===== src/include/jtcs_pkg.sv =====
// Constants and carriers for the JTAG control, status, readout and MEMORY_SELFTEST_RESULT paths
package jtcs_pkg;

  // Instruction register and its codes
  localparam int         IR_W      = 4;
  localparam logic [3:0] IR_CTRL   = 4'h9;
  localparam logic [3:0] IR_STAT   = 4'hA;
  localparam logic [3:0] IR_RDOUT  = 4'hB;
  localparam logic [3:0] IR_MEMORY_SELFTEST_RESULT   = 4'hC;
  localparam logic [3:0] IR_BYPASS = 4'hF;
  localparam logic [3:0] IR_CAPVAL = 4'h1;

  // Scan path lengths
  localparam int CTRL_W = 40;
  localparam int STAT_W = 54;
  localparam int RDO_W  = 33;
  localparam int MEMORY_SELFTEST_RESULT_W = 10;
  localparam int DR_W   = 54;

  // Unlock codes held in the low control field
  localparam logic [3:0] UNLOCK_DRV      = 4'h5;
  localparam logic [3:0] UNLOCK_PWR      = 4'h4;
  localparam logic [3:0] UNLOCK_PWR_MASK = 4'hE;
  localparam int         UNLOCK_MSB      = 3;

  // Memory self-test
  localparam int N_MEM     = 5;
  localparam int MEMORY_SELFTEST_RESULT_CLKS = 3200;
  localparam int N_CH      = 32;
  localparam int OCC_W     = 8;

  // Control path fields, bit 39 down to bit 0
  typedef struct packed {
    logic        parity;
    logic        pll_rst;
    logic        dll_rst;
    logic [31:0] ch_en;
    logic        glb_rst;
    logic [3:0]  unlock;
  } jtcs_ctrl_t;

  // Drivers locked, still powered down, parity bit keeps the word even
  localparam jtcs_ctrl_t CTRL_RST = 40'h80_0000_0008;

  // Status path fields, bit 53 down to bit 0
  typedef struct packed {
    logic [7:0]  grp0_level1_fill;
    logic [7:0]  grp1_level1_fill;
    logic [7:0]  grp2_level1_fill;
    logic [7:0]  grp3_level1_fill;
    logic        fifo_empty;
    logic        fifo_full;
    logic [7:0]  fifo_fill;
    logic [11:0] misc;
  } jtcs_stat_t;

  // Readout word, valid flag in bit 0
  typedef struct packed {
    logic [31:0] data;
    logic        valid;
  } jtcs_rdo_t;

  localparam jtcs_rdo_t RDO_RST = 33'h0_0000_0000;

  // Test access port controller states
  typedef enum logic [3:0] {
    TLR, RTI, SEL_DR, CAP_DR, SH_DR, EX1_DR, PA_DR, EX2_DR, UPD_DR,
    SEL_IR, CAP_IR, SH_IR, EX1_IR, PA_IR, EX2_IR, UPD_IR
  } jtcs_tap_t;

endpackage


===== src/design/jtcs_mbist.sv =====
// One memory self-test sequencer: done/bad pair for a single memory
`timescale 1ns/1ps
module jtcs_mbist
  import jtcs_pkg::*;
#(
  parameter int CLKS = MEMORY_SELFTEST_RESULT_CLKS
) (
  input  wire logic clk_i,
  input  wire logic rst_n_i,
  input  wire logic start_i,
  input  wire logic step_i,
  input  wire logic err_i,
  output logic      done_o,
  output logic      bad_o
);

  localparam int CW = $clog2(CLKS + 1);
  localparam logic [CW-1:0] LAST = CW'(CLKS - 1);

  logic [CW-1:0] cnt_ff, nxt_cnt;
  logic          done_ff, nxt_done;
  logic          bad_ff, nxt_bad;
  logic          err_ff, nxt_err;

  // Count test clocks; errors seen at any step spoil the verdict
  always_comb begin
    nxt_cnt  = cnt_ff;
    nxt_done = done_ff;
    nxt_bad  = bad_ff;
    nxt_err  = err_ff;
    if (start_i) begin
      nxt_cnt  = '0;
      nxt_done = 1'b0;
      nxt_bad  = 1'b1;
      nxt_err  = 1'b0;
    end else if (step_i && !done_ff) begin
      nxt_err = err_ff | err_i;
      nxt_cnt = cnt_ff + CW'(1);
      if (cnt_ff == LAST) begin
        nxt_done = 1'b1;
        nxt_bad  = err_ff | err_i;
      end
    end
  end

  // State registers
  always_ff @(posedge clk_i or negedge rst_n_i) begin
    if (!rst_n_i) begin
      cnt_ff  <= '0;
      done_ff <= 1'b0;
      bad_ff  <= 1'b1;
      err_ff  <= 1'b0;
    end else begin
      cnt_ff  <= nxt_cnt;
      done_ff <= nxt_done;
      bad_ff  <= nxt_bad;
      err_ff  <= nxt_err;
    end
  end

  assign done_o = done_ff;
  assign bad_o  = bad_ff;
endmodule


===== src/design/jtcs_top.sv =====
// JTAG control, status, FIFO readout and memory self-test scan paths
//
// What this block does, and what the tester must do
// Readout bus drivers enabled only when unlock field equals 0101.
// Power-down left only when unlock field matches 010x.
// Test reset forces unlock field top bit to one.
// Global reset bit resets the device state like the reset pin.
// Thirty-two channel enables, changeable while running.
// DLL and PLL reset bits each start their loop's initialization.
// Control word carries an even parity bit.
// Global reset never reinitializes the PLL or the DLL.
// Tester resets PLL and DLL after power and clock are stable.
// Tester resets PLL first, waits for lock, then the DLL.
// Loop parameters are loaded before either reset bit is pulsed.
// After reloading setup data the reset sequence should be repeated.
// Occupancies sampled at status capture on the test clock.
// Status reports FIFO fill, full, empty and four group fills.
// Readout mode disables normal readout; data only via JTAG.
// Each update in readout mode pops one FIFO word if present.
// Readout word: valid flag in bit 0, data above it.
// MEMORY_SELFTEST_RESULT instruction puts memories in test; start on run-MEMORY_SELFTEST_RESULT entry.
// Tester gives at least 3200 test clocks in run-MEMORY_SELFTEST_RESULT.
// Result holds done/bad pairs: FIFO lowest, then groups 3..0.
// Done clears on run-MEMORY_SELFTEST_RESULT entry, sets after enough clocks.
// Bad sets on run-MEMORY_SELFTEST_RESULT entry, clears only on a clean finish.
// Shifted control data takes effect only at update.
`timescale 1ns/1ps
module jtcs_top
  import jtcs_pkg::*;
#(
  parameter int MBIST_CLKS = MEMORY_SELFTEST_RESULT_CLKS
) (
  input  wire logic       CLK_I,
  input  wire logic       NRST_I,
  input  wire logic       TCK_I,
  input  wire logic       TMS_I,
  input  wire logic       TDI_I,
  input  wire logic       TRST_N_I,
  output logic            TDO_O,
  output logic            TDO_OE_O,
  input  wire jtcs_stat_t STAT_I,
  input  wire logic       RDOUT_MODE_I,
  input  wire logic       FIFO_EMPTY_I,
  input  wire logic [31:0] FIFO_DATA_I,
  output logic            FIFO_POP_O,
  output logic            RDOUT_IF_EN_O,
  input  wire logic [4:0] MEM_ERR_I,
  output logic            MBIST_MODE_O,
  output logic            DRV_EN_O,
  output logic            PWR_ON_O,
  output logic            GLB_RST_O,
  output logic [31:0]     CH_EN_O,
  output logic            DLL_RST_O,
  output logic            PLL_RST_O,
  output logic            CTRL_PAR_OK_O
);

  // Pin synchronisers: bit 0 clock, 1 mode, 2 data in, 3 test reset
  logic [3:0] syn1_ff, syn2_ff;
  logic       tck_d_ff;
  logic       tck_rise, tck_fall, trst_act;

  always_ff @(posedge CLK_I or negedge NRST_I) begin
    if (!NRST_I) begin
      syn1_ff  <= 4'h0;
      syn2_ff  <= 4'h0;
      tck_d_ff <= 1'b0;
    end else begin
      syn1_ff  <= {TRST_N_I, TDI_I, TMS_I, TCK_I};
      syn2_ff  <= syn1_ff;
      tck_d_ff <= syn2_ff[0];
    end
  end

  // Edges of the test clock as seen by the core clock
  assign tck_rise = syn2_ff[0] & ~tck_d_ff;
  assign tck_fall = ~syn2_ff[0] & tck_d_ff;
  assign trst_act = ~syn2_ff[3];

  // Controller, instruction, data shift, control word and readout holding
  jtcs_tap_t      tap_ff, nxt_tap;
  logic [IR_W-1:0] ir_sh_ff, nxt_ir_sh;
  logic [IR_W-1:0] ir_ff, nxt_ir;
  logic [DR_W-1:0] dr_sh_ff, nxt_dr_sh;
  jtcs_ctrl_t     ctrl_ff, nxt_ctrl;
  jtcs_rdo_t      rdo_ff, nxt_rdo;
  logic           pop_ff, nxt_pop;
  logic           tdo_ff, nxt_tdo;
  logic           tdo_oe_ff, nxt_tdo_oe;
  logic [MEMORY_SELFTEST_RESULT_W-1:0] memory_selftest_result_res;
  logic           memory_selftest_result_start, memory_selftest_result_step;
  logic           upd_ctrl, upd_rdo;
  int unsigned    dr_len;

  // Standard TAP walk, decided by the mode pin at each rising test clock
  function automatic jtcs_tap_t tap_next(jtcs_tap_t s, logic m);
    case (s)
      TLR:     tap_next = m ? TLR    : RTI;
      RTI:     tap_next = m ? SEL_DR : RTI;
      SEL_DR:  tap_next = m ? SEL_IR : CAP_DR;
      CAP_DR:  tap_next = m ? EX1_DR : SH_DR;
      SH_DR:   tap_next = m ? EX1_DR : SH_DR;
      EX1_DR:  tap_next = m ? UPD_DR : PA_DR;
      PA_DR:   tap_next = m ? EX2_DR : PA_DR;
      EX2_DR:  tap_next = m ? UPD_DR : SH_DR;
      UPD_DR:  tap_next = m ? SEL_DR : RTI;
      SEL_IR:  tap_next = m ? TLR    : CAP_IR;
      CAP_IR:  tap_next = m ? EX1_IR : SH_IR;
      SH_IR:   tap_next = m ? EX1_IR : SH_IR;
      EX1_IR:  tap_next = m ? UPD_IR : PA_IR;
      PA_IR:   tap_next = m ? EX2_IR : PA_IR;
      EX2_IR:  tap_next = m ? UPD_IR : SH_IR;
      UPD_IR:  tap_next = m ? SEL_DR : RTI;
      default: tap_next = TLR;
    endcase
  endfunction

  // Selected scan path length; unknown codes act as a one-bit bypass
  always_comb begin
    case (ir_ff)
      IR_CTRL:  dr_len = CTRL_W;
      IR_STAT:  dr_len = STAT_W;
      IR_RDOUT: dr_len = RDO_W;
      IR_MEMORY_SELFTEST_RESULT:  dr_len = MEMORY_SELFTEST_RESULT_W;
      default:  dr_len = 1;
    endcase
  end

  // Update strobes, one core cycle wide
  assign upd_ctrl = tck_rise && tap_ff == UPD_DR && ir_ff == IR_CTRL;
  assign upd_rdo  = tck_rise && tap_ff == UPD_DR && ir_ff == IR_RDOUT;

  // Self-test starts on any edge entering run-MEMORY_SELFTEST_RESULT, even from Update-IR
  assign memory_selftest_result_start = tck_rise && nxt_ir == IR_MEMORY_SELFTEST_RESULT && tap_ff != RTI &&
                      nxt_tap == RTI;
  assign memory_selftest_result_step  = tck_rise && ir_ff == IR_MEMORY_SELFTEST_RESULT && tap_ff == RTI;

  // Next values of the scan machinery
  always_comb begin
    nxt_tap    = tap_ff;
    nxt_ir_sh  = ir_sh_ff;
    nxt_ir     = ir_ff;
    nxt_dr_sh  = dr_sh_ff;
    nxt_ctrl   = ctrl_ff;
    nxt_rdo    = rdo_ff;
    nxt_pop    = 1'b0;
    nxt_tdo    = tdo_ff;
    nxt_tdo_oe = tdo_oe_ff;
    if (trst_act) begin
      nxt_tap    = TLR;
      nxt_ir     = IR_BYPASS;
      nxt_tdo_oe = 1'b0;
      nxt_ctrl.unlock[UNLOCK_MSB] = 1'b1;
    end else if (tck_rise) begin
      nxt_tap = tap_next(tap_ff, syn2_ff[1]);
      case (tap_ff)
        TLR:    nxt_ir    = IR_BYPASS;
        CAP_IR: nxt_ir_sh = IR_CAPVAL;
        SH_IR:  nxt_ir_sh = {syn2_ff[2], ir_sh_ff[IR_W-1:1]};
        UPD_IR: nxt_ir    = ir_sh_ff;
        CAP_DR: begin
          nxt_dr_sh = '0;
          case (ir_ff)
            IR_CTRL:  nxt_dr_sh[CTRL_W-1:0] = ctrl_ff;
            // Core values caught on the test clock; may be mid-change
            IR_STAT:  nxt_dr_sh[STAT_W-1:0] = STAT_I;
            IR_RDOUT: nxt_dr_sh[RDO_W-1:0]  = rdo_ff;
            IR_MEMORY_SELFTEST_RESULT:  nxt_dr_sh[MEMORY_SELFTEST_RESULT_W-1:0] = memory_selftest_result_res;
            default:  nxt_dr_sh = '0;
          endcase
        end
        SH_DR: begin
          nxt_dr_sh = {1'b0, dr_sh_ff[DR_W-1:1]};
          nxt_dr_sh[dr_len-1] = syn2_ff[2];
        end
        UPD_DR: begin
          // Control outputs move only here or at test reset, never while shifting
          if (ir_ff == IR_CTRL) begin
            nxt_ctrl = dr_sh_ff[CTRL_W-1:0];
          end
          if (ir_ff == IR_RDOUT && RDOUT_MODE_I) begin
            nxt_pop = !FIFO_EMPTY_I;
            nxt_rdo.valid = !FIFO_EMPTY_I;
            nxt_rdo.data  = FIFO_EMPTY_I ? 32'h0000_0000 : FIFO_DATA_I;
          end
        end
        default: nxt_tap = nxt_tap;
      endcase
    end else if (tck_fall) begin
      // Data out changes on the falling test clock, as the pin expects
      nxt_tdo_oe = tap_ff == SH_DR || tap_ff == SH_IR;
      if (tap_ff == SH_IR) begin
        nxt_tdo = ir_sh_ff[0];
      end else if (tap_ff == SH_DR) begin
        nxt_tdo = dr_sh_ff[0];
      end
    end
  end

  // Registers of the scan machinery; control word ignores the global reset
  always_ff @(posedge CLK_I or negedge NRST_I) begin
    if (!NRST_I) begin
      tap_ff    <= TLR;
      ir_sh_ff  <= IR_CAPVAL;
      ir_ff     <= IR_BYPASS;
      dr_sh_ff  <= '0;
      ctrl_ff   <= CTRL_RST;
      rdo_ff    <= RDO_RST;
      pop_ff    <= 1'b0;
      tdo_ff    <= 1'b0;
      tdo_oe_ff <= 1'b0;
    end else begin
      tap_ff    <= nxt_tap;
      ir_sh_ff  <= nxt_ir_sh;
      ir_ff     <= nxt_ir;
      dr_sh_ff  <= nxt_dr_sh;
      ctrl_ff   <= nxt_ctrl;
      rdo_ff    <= nxt_rdo;
      pop_ff    <= nxt_pop;
      tdo_ff    <= nxt_tdo;
      tdo_oe_ff <= nxt_tdo_oe;
    end
  end

  // One sequencer per memory: 0 FIFO, 1..4 groups 3..0
  for (genvar i = 0; i < N_MEM; i++) begin : g_mem
    jtcs_mbist #(
      .CLKS (MBIST_CLKS)
    ) u_mbist (
      .clk_i   (CLK_I),
      .rst_n_i (NRST_I),
      .start_i (memory_selftest_result_start),
      .step_i  (memory_selftest_result_step),
      .err_i   (MEM_ERR_I[i]),
      .done_o  (memory_selftest_result_res[2*i]),
      .bad_o   (memory_selftest_result_res[2*i+1])
    );
  end

  // Decoded outputs, registered so the pins never glitch
  logic drv_en_ff, pwr_on_ff, par_ok_ff, glb_ff, ifen_ff, mbist_ff;
  logic nxt_drv_en, nxt_pwr_on, nxt_par_ok, nxt_glb, nxt_ifen;
  logic nxt_mbist;

  always_comb begin
    nxt_drv_en = ctrl_ff.unlock == UNLOCK_DRV;
    nxt_pwr_on = (ctrl_ff.unlock & UNLOCK_PWR_MASK) == UNLOCK_PWR;
    nxt_par_ok = ~^ctrl_ff;
    nxt_glb    = ctrl_ff.glb_rst;
    nxt_ifen   = !RDOUT_MODE_I;
    nxt_mbist  = ir_ff == IR_MEMORY_SELFTEST_RESULT;
  end

  // Global reset output also stands while the pin reset is held
  always_ff @(posedge CLK_I or negedge NRST_I) begin
    if (!NRST_I) begin
      drv_en_ff <= 1'b0;
      pwr_on_ff <= 1'b0;
      par_ok_ff <= 1'b1;
      glb_ff    <= 1'b1;
      ifen_ff   <= 1'b1;
      mbist_ff  <= 1'b0;
    end else begin
      drv_en_ff <= nxt_drv_en;
      pwr_on_ff <= nxt_pwr_on;
      par_ok_ff <= nxt_par_ok;
      glb_ff    <= nxt_glb;
      ifen_ff   <= nxt_ifen;
      mbist_ff  <= nxt_mbist;
    end
  end

  assign TDO_O         = tdo_ff;
  assign TDO_OE_O      = tdo_oe_ff;
  assign FIFO_POP_O    = pop_ff;
  assign RDOUT_IF_EN_O = ifen_ff;
  assign MBIST_MODE_O  = mbist_ff;
  assign DRV_EN_O      = drv_en_ff;
  assign PWR_ON_O      = pwr_on_ff;
  assign GLB_RST_O     = glb_ff;
  assign CH_EN_O       = ctrl_ff.ch_en;
  assign DLL_RST_O     = ctrl_ff.dll_rst;
  assign PLL_RST_O     = ctrl_ff.pll_rst;
  assign CTRL_PAR_OK_O = par_ok_ff;
endmodule


===== config.mk =====
export PLATFORM = sky130hd
export DESIGN_NAME = jtcs_top
export DESIGN_NICKNAME = d
export VERILOG_FILES = /design/src/include/jtcs_pkg.sv /design/src/design/jtcs_mbist.sv /design/src/design/jtcs_top.sv
export SDC_FILE = /design/constraint.sdc
export NUM_CORES = 1
export LEC_CHECK = 0
export BUFFER_PORTS_ARGS = -buffer_cell sky130_fd_sc_hd__buf_2
export CORE_UTILIZATION = 59
export CTS_CLUSTER_DIAMETER = 30
export DETAILED_ROUTE_END_ITERATION = 8
export GPL_TIMING_DRIVEN = 0
export PLACE_DENSITY = 0.8
export SLEW_MARGIN = 0
export SYNTH_ARGS = -nofsm -noshare
export SYNTH_HDL_FRONTEND = slang
export SYNTH_SLANG_ARGS = --single-unit

===== constraint.sdc =====
create_clock -name CLK_I -period 4.4 [get_ports CLK_I]
set_clock_uncertainty 0.05 [all_clocks]
set_input_delay 0.22 -clock CLK_I [delete_from_list [all_inputs] [get_ports CLK_I]]
set_output_delay 0.22 -clock CLK_I [all_outputs]
set_load 0.02 [all_outputs]

==> results of run 1 <==
## cell usage in the layout, fill, tap and decap left out, types with 7 or more instances in the layout
cell	count
a21oi_1	53
a221oi_1	9
a222oi_1	33
a31oi_1	15
and3_1	13
buf_2	153
buf_4	43
clkbuf_1	65
clkbuf_16	47
clkbuf_8	15
dfrtp_1	217
dfstp_2	15
dlygate4sd3_1	60
ha_1	9
inv_1	21
mux2_2	43
mux2i_1	25
nand2_1	127
nand2b_1	38
nand3_1	33
nand4_1	23
nor2_1	139
nor3_1	16
nor4_1	10
o21ai_0	73
o221ai_1	10
o22ai_1	7
xnor2_1	64
xor2_1	30
## area by class of cell
type	count	area, um2
fill	1339	4620
inverter	23	86.3
multi-input combinational	883	5770
sequential	232	5820
clock inverter	17	236
clock buffer	70	1410
tap	270	338
buffer	117	629
timing repair buffer	206	1390
## per-stage QoR
step           TNS (ns)  utilization (%)
5_1_grt               0             77.3
4_1_cts               0             76.9
6_report              0             77.3
3_3_place_gp    -203.87             65.6
2_1_floorplan         0                -
3_5_place_dp      -6.19             65.8
## cells by family (layout without fill, tap and decap cells)
kind of cell	count (synthesis)	after routing	share of synthesized area, %
AOI/OAI and AO/OA	254	254	14.1
xor gates and xnor gates	94	94	6.71
adders and majority gates	9	9	0.917
buffers and inverters	140	433	5.76
DFF	232	232	47.4
muxes	71	71	6.26
other	1	1	0.0305
and+or+nand+nor	454	454	18.8
## worst min-delay path, stage by stage
cell	delay, ns
buf_2	0.09
a222oi_1	0.10
o221ai_1	0.17
## layer usage
| layer | vias to the layer above | track usage, % | wire [um] |
|---|---|---|---|
| met5 | - | 0 | 0 |
| met4 | 0 | 16.2 | 1520 |
| met3 | 126 | 7.22 | 3330 |
| met2 | 617 | 54.5 | 17300 |
| met1 | 5429 | 44.9 | 14700 |
| li1 | 4953 | - | - |
## worst min-delay path by stage
stage,startpoint,to,slack (ns),cells after the start
floorplan,NRST_I,CH_EN_O[0],-0.13,0
global placement,TDI_I,syn1_ff[2],0.28,1
detailed placement,NRST_I,dr_sh_ff[44],0.28,1
CTS,STAT_I[32],dr_sh_ff[32],0.02,3
global route,STAT_I[35],dr_sh_ff[35],0.08,4
finish,STAT_I[32],dr_sh_ff[32],0.03,3
## sequential cells by signal, summed over array words and instances, names as in the netlist, 4 cells and up
signal and flops:
syn1_ff 4, g_mem.u_mbist.bad_o 5, ir_ff 4, g_mem.u_mbist.err_ff 5, g_mem.u_mbist.cnt_ff 60, tap_ff 4, g_mem.u_mbist.done_o 5, ctrl_ff 5
dr_sh_ff 54, rdo_ff 33, CH_EN_O 32, syn2_ff 4, ir_sh_ff 4
## power breakdown
group	total (uW)	switching, uW	leakage [uW]	internal (uW)
Clock	3620	1170	0.000804	2450
Sequential	2290	68.7	0.00297	2220
Combinational	327	179	0.00338	148
## what timing repair did
| item | in CTS | in global routing |
|---|---|---|
| endpoints found under the setup margin | 27 | 19 |
| pin swaps | 0 | 2 |
| endpoints found under the hold margin | 165 | 0 |
| buffers inserted | 0 | 4 |
| gates resized for setup | 2 | 8 |
| hold buffers | 60 | 0 |
==> out/results.txt, run 1 <==
Outcome: complete, no violations
Core box area: 20300 um2
FMAX: 0.236 GHz
Hold crit path type: in -> reg
Die Y-Extent: 146 um
DP HPWL: 23.5 mm
CTS Buf Count: 47
Final WL: 36.8 mm
Slowest cell on crit path: dfstp_2
Die ar.: 21400 um2
EDFF count, synth: 0
Initial core utilization: 60.5%
Post-synth top area share: 44.2%
Pwr/cell area: 397 nW/um2
Clk sinks: 232
Final min period: 4.23 ns
Syn Area/Cell: 9.78 um2
Largest cells by area after synthesis: dfrtp_1 44%, xnor2_1 4.6%, nor2_1 4.3%
TritonCTS clock tree: yes
Final hold slack: 0.0334 ns
DR WL/cell: 20.3 um
Measured slew at the worst slew-check pin: 0.822 ns
Root Buffer: clkbuf_16
Area delta synth->final: 27.8%
Startpoint Class: flip-flop
Yosys warnings: 0
Worst-path cell chain: buf_2 > nor2b_2 > and3b_1 > clkbuf_1 > clkbuf_4 > clkbuf_4 > nor2_1 > ha_1 > buf_1 > a21oi_1 > o21ai_0 > nor4_1 > mux2_2 > o221a_2
Layout cells sized above 1: 23.8%
Final Non-Filler Cells: 1818
VDD IR-drop max: 0.286 mV
IO Pins: 142
GPL Wtd Cong: 0.931
Period utilisation layout: 96.2%
Crit path kind: reg -> reg
Reg2reg start: ir_ff[3]
Worst-skew pair later-pin latency: 0.55 ns
Largest net degree at the start of global routing: 127
Setup crit end: dr_sh_ff[34]
Cells after DPL: 1667
Tot Pwr: 6230 uW
Ys async rst share: 100%
Levels on crit path: 14
Leakage power total: 0.00716 uW
Clk pin slew, worst setup/hold paths: 0.05 ns
Synth cell count leaders: 217 x dfrtp_1, 139 x nor2_1, 127 x nand2_1, 73 x o21ai_0, 64 x xnor2_1
Die W: 146 um
Top-count cell post-synth: dfrtp_1
H-tree Lvls: 2
Library cell with the largest summed area after synthesis: dfrtp_1
Seq cells post-synth: 232
Area after DPL: 13400 um2
Worst Path Required: 4.78 ns
Slack of the worst reg-to-reg path: 0.17 ns
Family with the most delay on the worst path: buffers and inverters
Num rows: 52
Clock tree buffer depth: 3
Reg2Reg Depth: 14
Antenna cells: 0
Pre-antenna DRT Iters: 7
Synthesized area: 12300 um2
GR Overflow Total: 0
Crit path arrival time: 4.61 ns
Setup ws final: 0.167 ns
Via count: 11100
Initial antenna violation count: 0
Slew headroom: 45.2%
Reg2reg end: dr_sh_ff[34]
Slowest stage delay, CP: 0.53 ns
DRC viols: 0
Final slew viol count: 0
Final Cell Area: 15700 um2
Max Cap Viol: 0
Final Setup Violations: 0
CP bufs+invs: 5
CP startpoint: ir_ff[3]
Seq/Total Area, Yosys: 47.4%
Wire length of the first global-routing pass: 57.5 mm
Vias in the first global route: 11100
Number of DRC markers in iteration 0: 1286
RSZ-0062 raised after global routing: no
Global Route Usage Sum: 34.2%
Gate Count Post-Synth: 1255
Routed vias/inst: 6.12
ANT nets after route: 0
Leading register cell type out of synthesis: dfrtp_1
CP Max Fanout: 10
Mapped Nets: 1363
Crit end category: flip-flop
Port Buf Inserts: 141
Final Hold Vio Count: 0
Worst path most repeated cell: clkbuf_4
Nets: 1618
Netlist cell types: 79
Dpl ws: -0.436 ns
Note: power is estimated with default switching activity, not from simulation.
==> inputs of run 2 (changes only) <==
CORE_ASPECT_RATIO = 0.7   (was unset)
CORE_UTILIZATION = 53   (was 59)
PLACE_DENSITY = 0.76   (was 0.8)
clock period = 3.7 ns   (was 4.4 ns; I/O delays follow)
==> out/results.txt, run 2 (synthesis results as in run 1) <==
Multi-input logic area: 5820 um2 (+0.82%)
Vias in the first global route: 10900 (-2.1%)
Core box area: 22700 um2 (+12%)
Worst hold start: STAT_I[34]
Wire length of the first global-routing pass: 59.0 mm (+2.5%)
Startpoint Class: flip-flop
Final Setup Violations: 0 (unchanged)
Clk sinks: 232 (unchanged)
CTS Buf Count: 41 (-13%)
Number of DRC markers in iteration 0: 1320 (+2.6%)
Crit path kind: reg -> reg
Cells after DPL: 1710 (+2.6%)
Largest net degree at the start of global routing: 110 (-13%)
Final slew viol count: 0 (unchanged)
GPL Wtd Cong: 0.956 (+2.7%)
DRC viols: 0 (unchanged)
Layout cells sized above 1: 24.0% (+0.26 points)
IO Pins: 142 (unchanged)
Root Buffer: clkbuf_16
Worst-skew pair later-pin latency: 0.53 ns (-0.02 ns)
Dpl ws: -0.799 ns (-0.363 ns)
Initial core utilization: 54.1% (-6.3 points)
Final Hold Vio Count: 0 (unchanged)
RSZ-0062 raised after global routing: no
Leakage power total: 0.00712 uW (-0.56%)
Num rows: 46 (-12%)
DR WL/cell: 20.2 um (-0.44%)
Die ar.: 23800 um2 (+11%)
GR Overflow Total: 0 (unchanged)
Hold crit path type: in -> reg
Area delta synth->final: 27.8% (about the same)
FILL cells: 1746 (+30%)
VDD IR-drop max: 0.291 mV (+1.9%)
TritonCTS clock tree: yes
Measured slew at the worst slew-check pin: 0.744 ns (-0.0778 ns)
Pwr/cell area: 448 nW/um2 (+13%)
Clk pin slew, worst setup/hold paths: 0.05 ns (about the same)
Antenna cells: 0 (unchanged)
Global Route Usage Sum: 32.1% (-2.1 points)
ANT nets after route: 0 (unchanged)
CP startpoint: ir_ff[2]
Crit path arrival time: 3.89 ns (-0.72 ns)
FMAX: 0.280 GHz (+18%)
Max Cap Viol: 0 (unchanged)
Via count: 11100 (+0.14%)
H-tree Lvls: 2 (unchanged)
Final Non-Filler Cells: 1856 (+2.1%)
Port Buf Inserts: 141 (unchanged)
Die Y-Extent: 129 um (-12%)
Most common cell after layout, fill and taps aside: dfrtp_1
Slew headroom: 50.4% (+5.2 points)
Routed vias/inst: 6.00 (-1.9%)
Crit end category: flip-flop
Register Area: 5820 um2 (unchanged)
DP HPWL: 25.3 mm (+7.6%)
Final min period: 3.57 ns (-0.658 ns)
Nets: 1619 (+0.062%)
Clock tree buffer depth: 3 (unchanged)
Biggest register: g_mem.u_mbist.cnt_ff
Outcome: complete, no violations
Commonest non-fill, non-tap cells in the layout: 217 x dfrtp_1, 152 x buf_2, 139 x nor2_1
Period utilisation layout: 96.6% (+0.41 points)
Initial antenna violation count: 0 (unchanged)
Final WL: 37.4 mm (+1.6%)
Setup ws final: 0.125 ns (-0.0416 ns)
Biggest regs: g_mem.u_mbist.cnt_ff: 60 flops, dr_sh_ff: 54 flops, rdo_ff: 33 flops
Reg2reg start: ir_ff[2]
Die W: 184 um (+26%)
CP Max Fanout: 10 (unchanged)
Worst Path Required: 4.01 ns (-0.77 ns)
Pre-antenna DRT Iters: 6 (-1)
Max FFs per register: 60 (unchanged)
-- run 2: cell types whose count changed in the layout (fill, tap and decap cells not counted), moves of 2 or more --
cell / previous run / this run
clkbuf_4: 2 / 0
clkbuf_1: 65 / 62
inv_6: 1 / 8
buf_4: 43 / 49
clkinv_2: 6 / 2
clkbuf_16: 47 / 43
clkbuf_8: 15 / 8
dlygate4sd3_1: 60 / 64
-- run 2: worst paths after layout --
kind,endpoint,slack (ns),depth (start not counted)
max,dr_sh_ff[9],0.13,14
max in group asynchronous,g_mem[1].u_mbist.cnt_ff[7],2.60,3
min reg2reg,syn2_ff[2],0.30,0
min,dr_sh_ff[34],0.04,4
max reg2reg,dr_sh_ff[9],0.13,14
min in group asynchronous,dr_sh_ff[45],0.12,2
-- run 2: worst max-delay path, cell delays in order (launching register included) --
cell        delay, ns
dfstp_2          0.62
nand4bb_4        0.18
buf_8            0.21
clkinvlp_4       0.12
buf_4            0.21
nor2_1           0.08
ha_2             0.21
buf_4            0.18
or4b_4           0.54
a31oi_4          0.19
buf_4            0.17
nand3_1          0.09
mux2_1           0.34
a21oi_1          0.14
a21oi_1          0.08
-- run 2: area by class of cell --
type | instances | area share [%]
inverters | 23 | 0.574
multi-input cells | 883 | 37.1
clock inverters | 19 | 1.56
well taps | 312 | 2.49
clock buffers | 57 | 7.64
plain buffers | 115 | 4.12
repair buffers | 215 | 9.38
flip-flops and latches | 232 | 37.1
-- run 2: repair_timing --
item                                   CTS  global route
setup endpoints to repair               30            25
gates resized for setup                 15            14
buffers inserted                         7             1
hold buffers                            64             0
pin swaps                                3             1
endpoints found under the hold margin  183             0
-- run 2: through the flow --
stage / setup TNS, ns / total power (uW) / hold WS, ns / util [%] / instance area (um2)
final: 0 / 7030 / 0.0442 / 69.2 / 15700
after global routing: 0 / 7240 / 0.0707 / 69.2 / 15700
after detailed placement: -15.18 / 3080 / 0.0675 / 59.3 / 13400
after global placement: -371.84 / 3060 / 0.248 / 59.0 / 13400
after floorplan: 0 / 2890 / -0.161 / - / 12300
after CTS: 0 / 7060 / 0.0294 / 68.9 / 15600
-- run 2: layer usage --
layer  part of all wire, %  GRT usage (%)  wire length, um
met3                    10           7.56             3840
met4                   2.4           10.1              904
met1                    43           45.8            16100
met2                    44           48.7            16600
met5                     0              0                0
-- run 2: power by group --
group	internal (uW)	switching (uW)
combinational	182	218
clock	2570	1350
sequential	2630	78.5
total	5380	1650
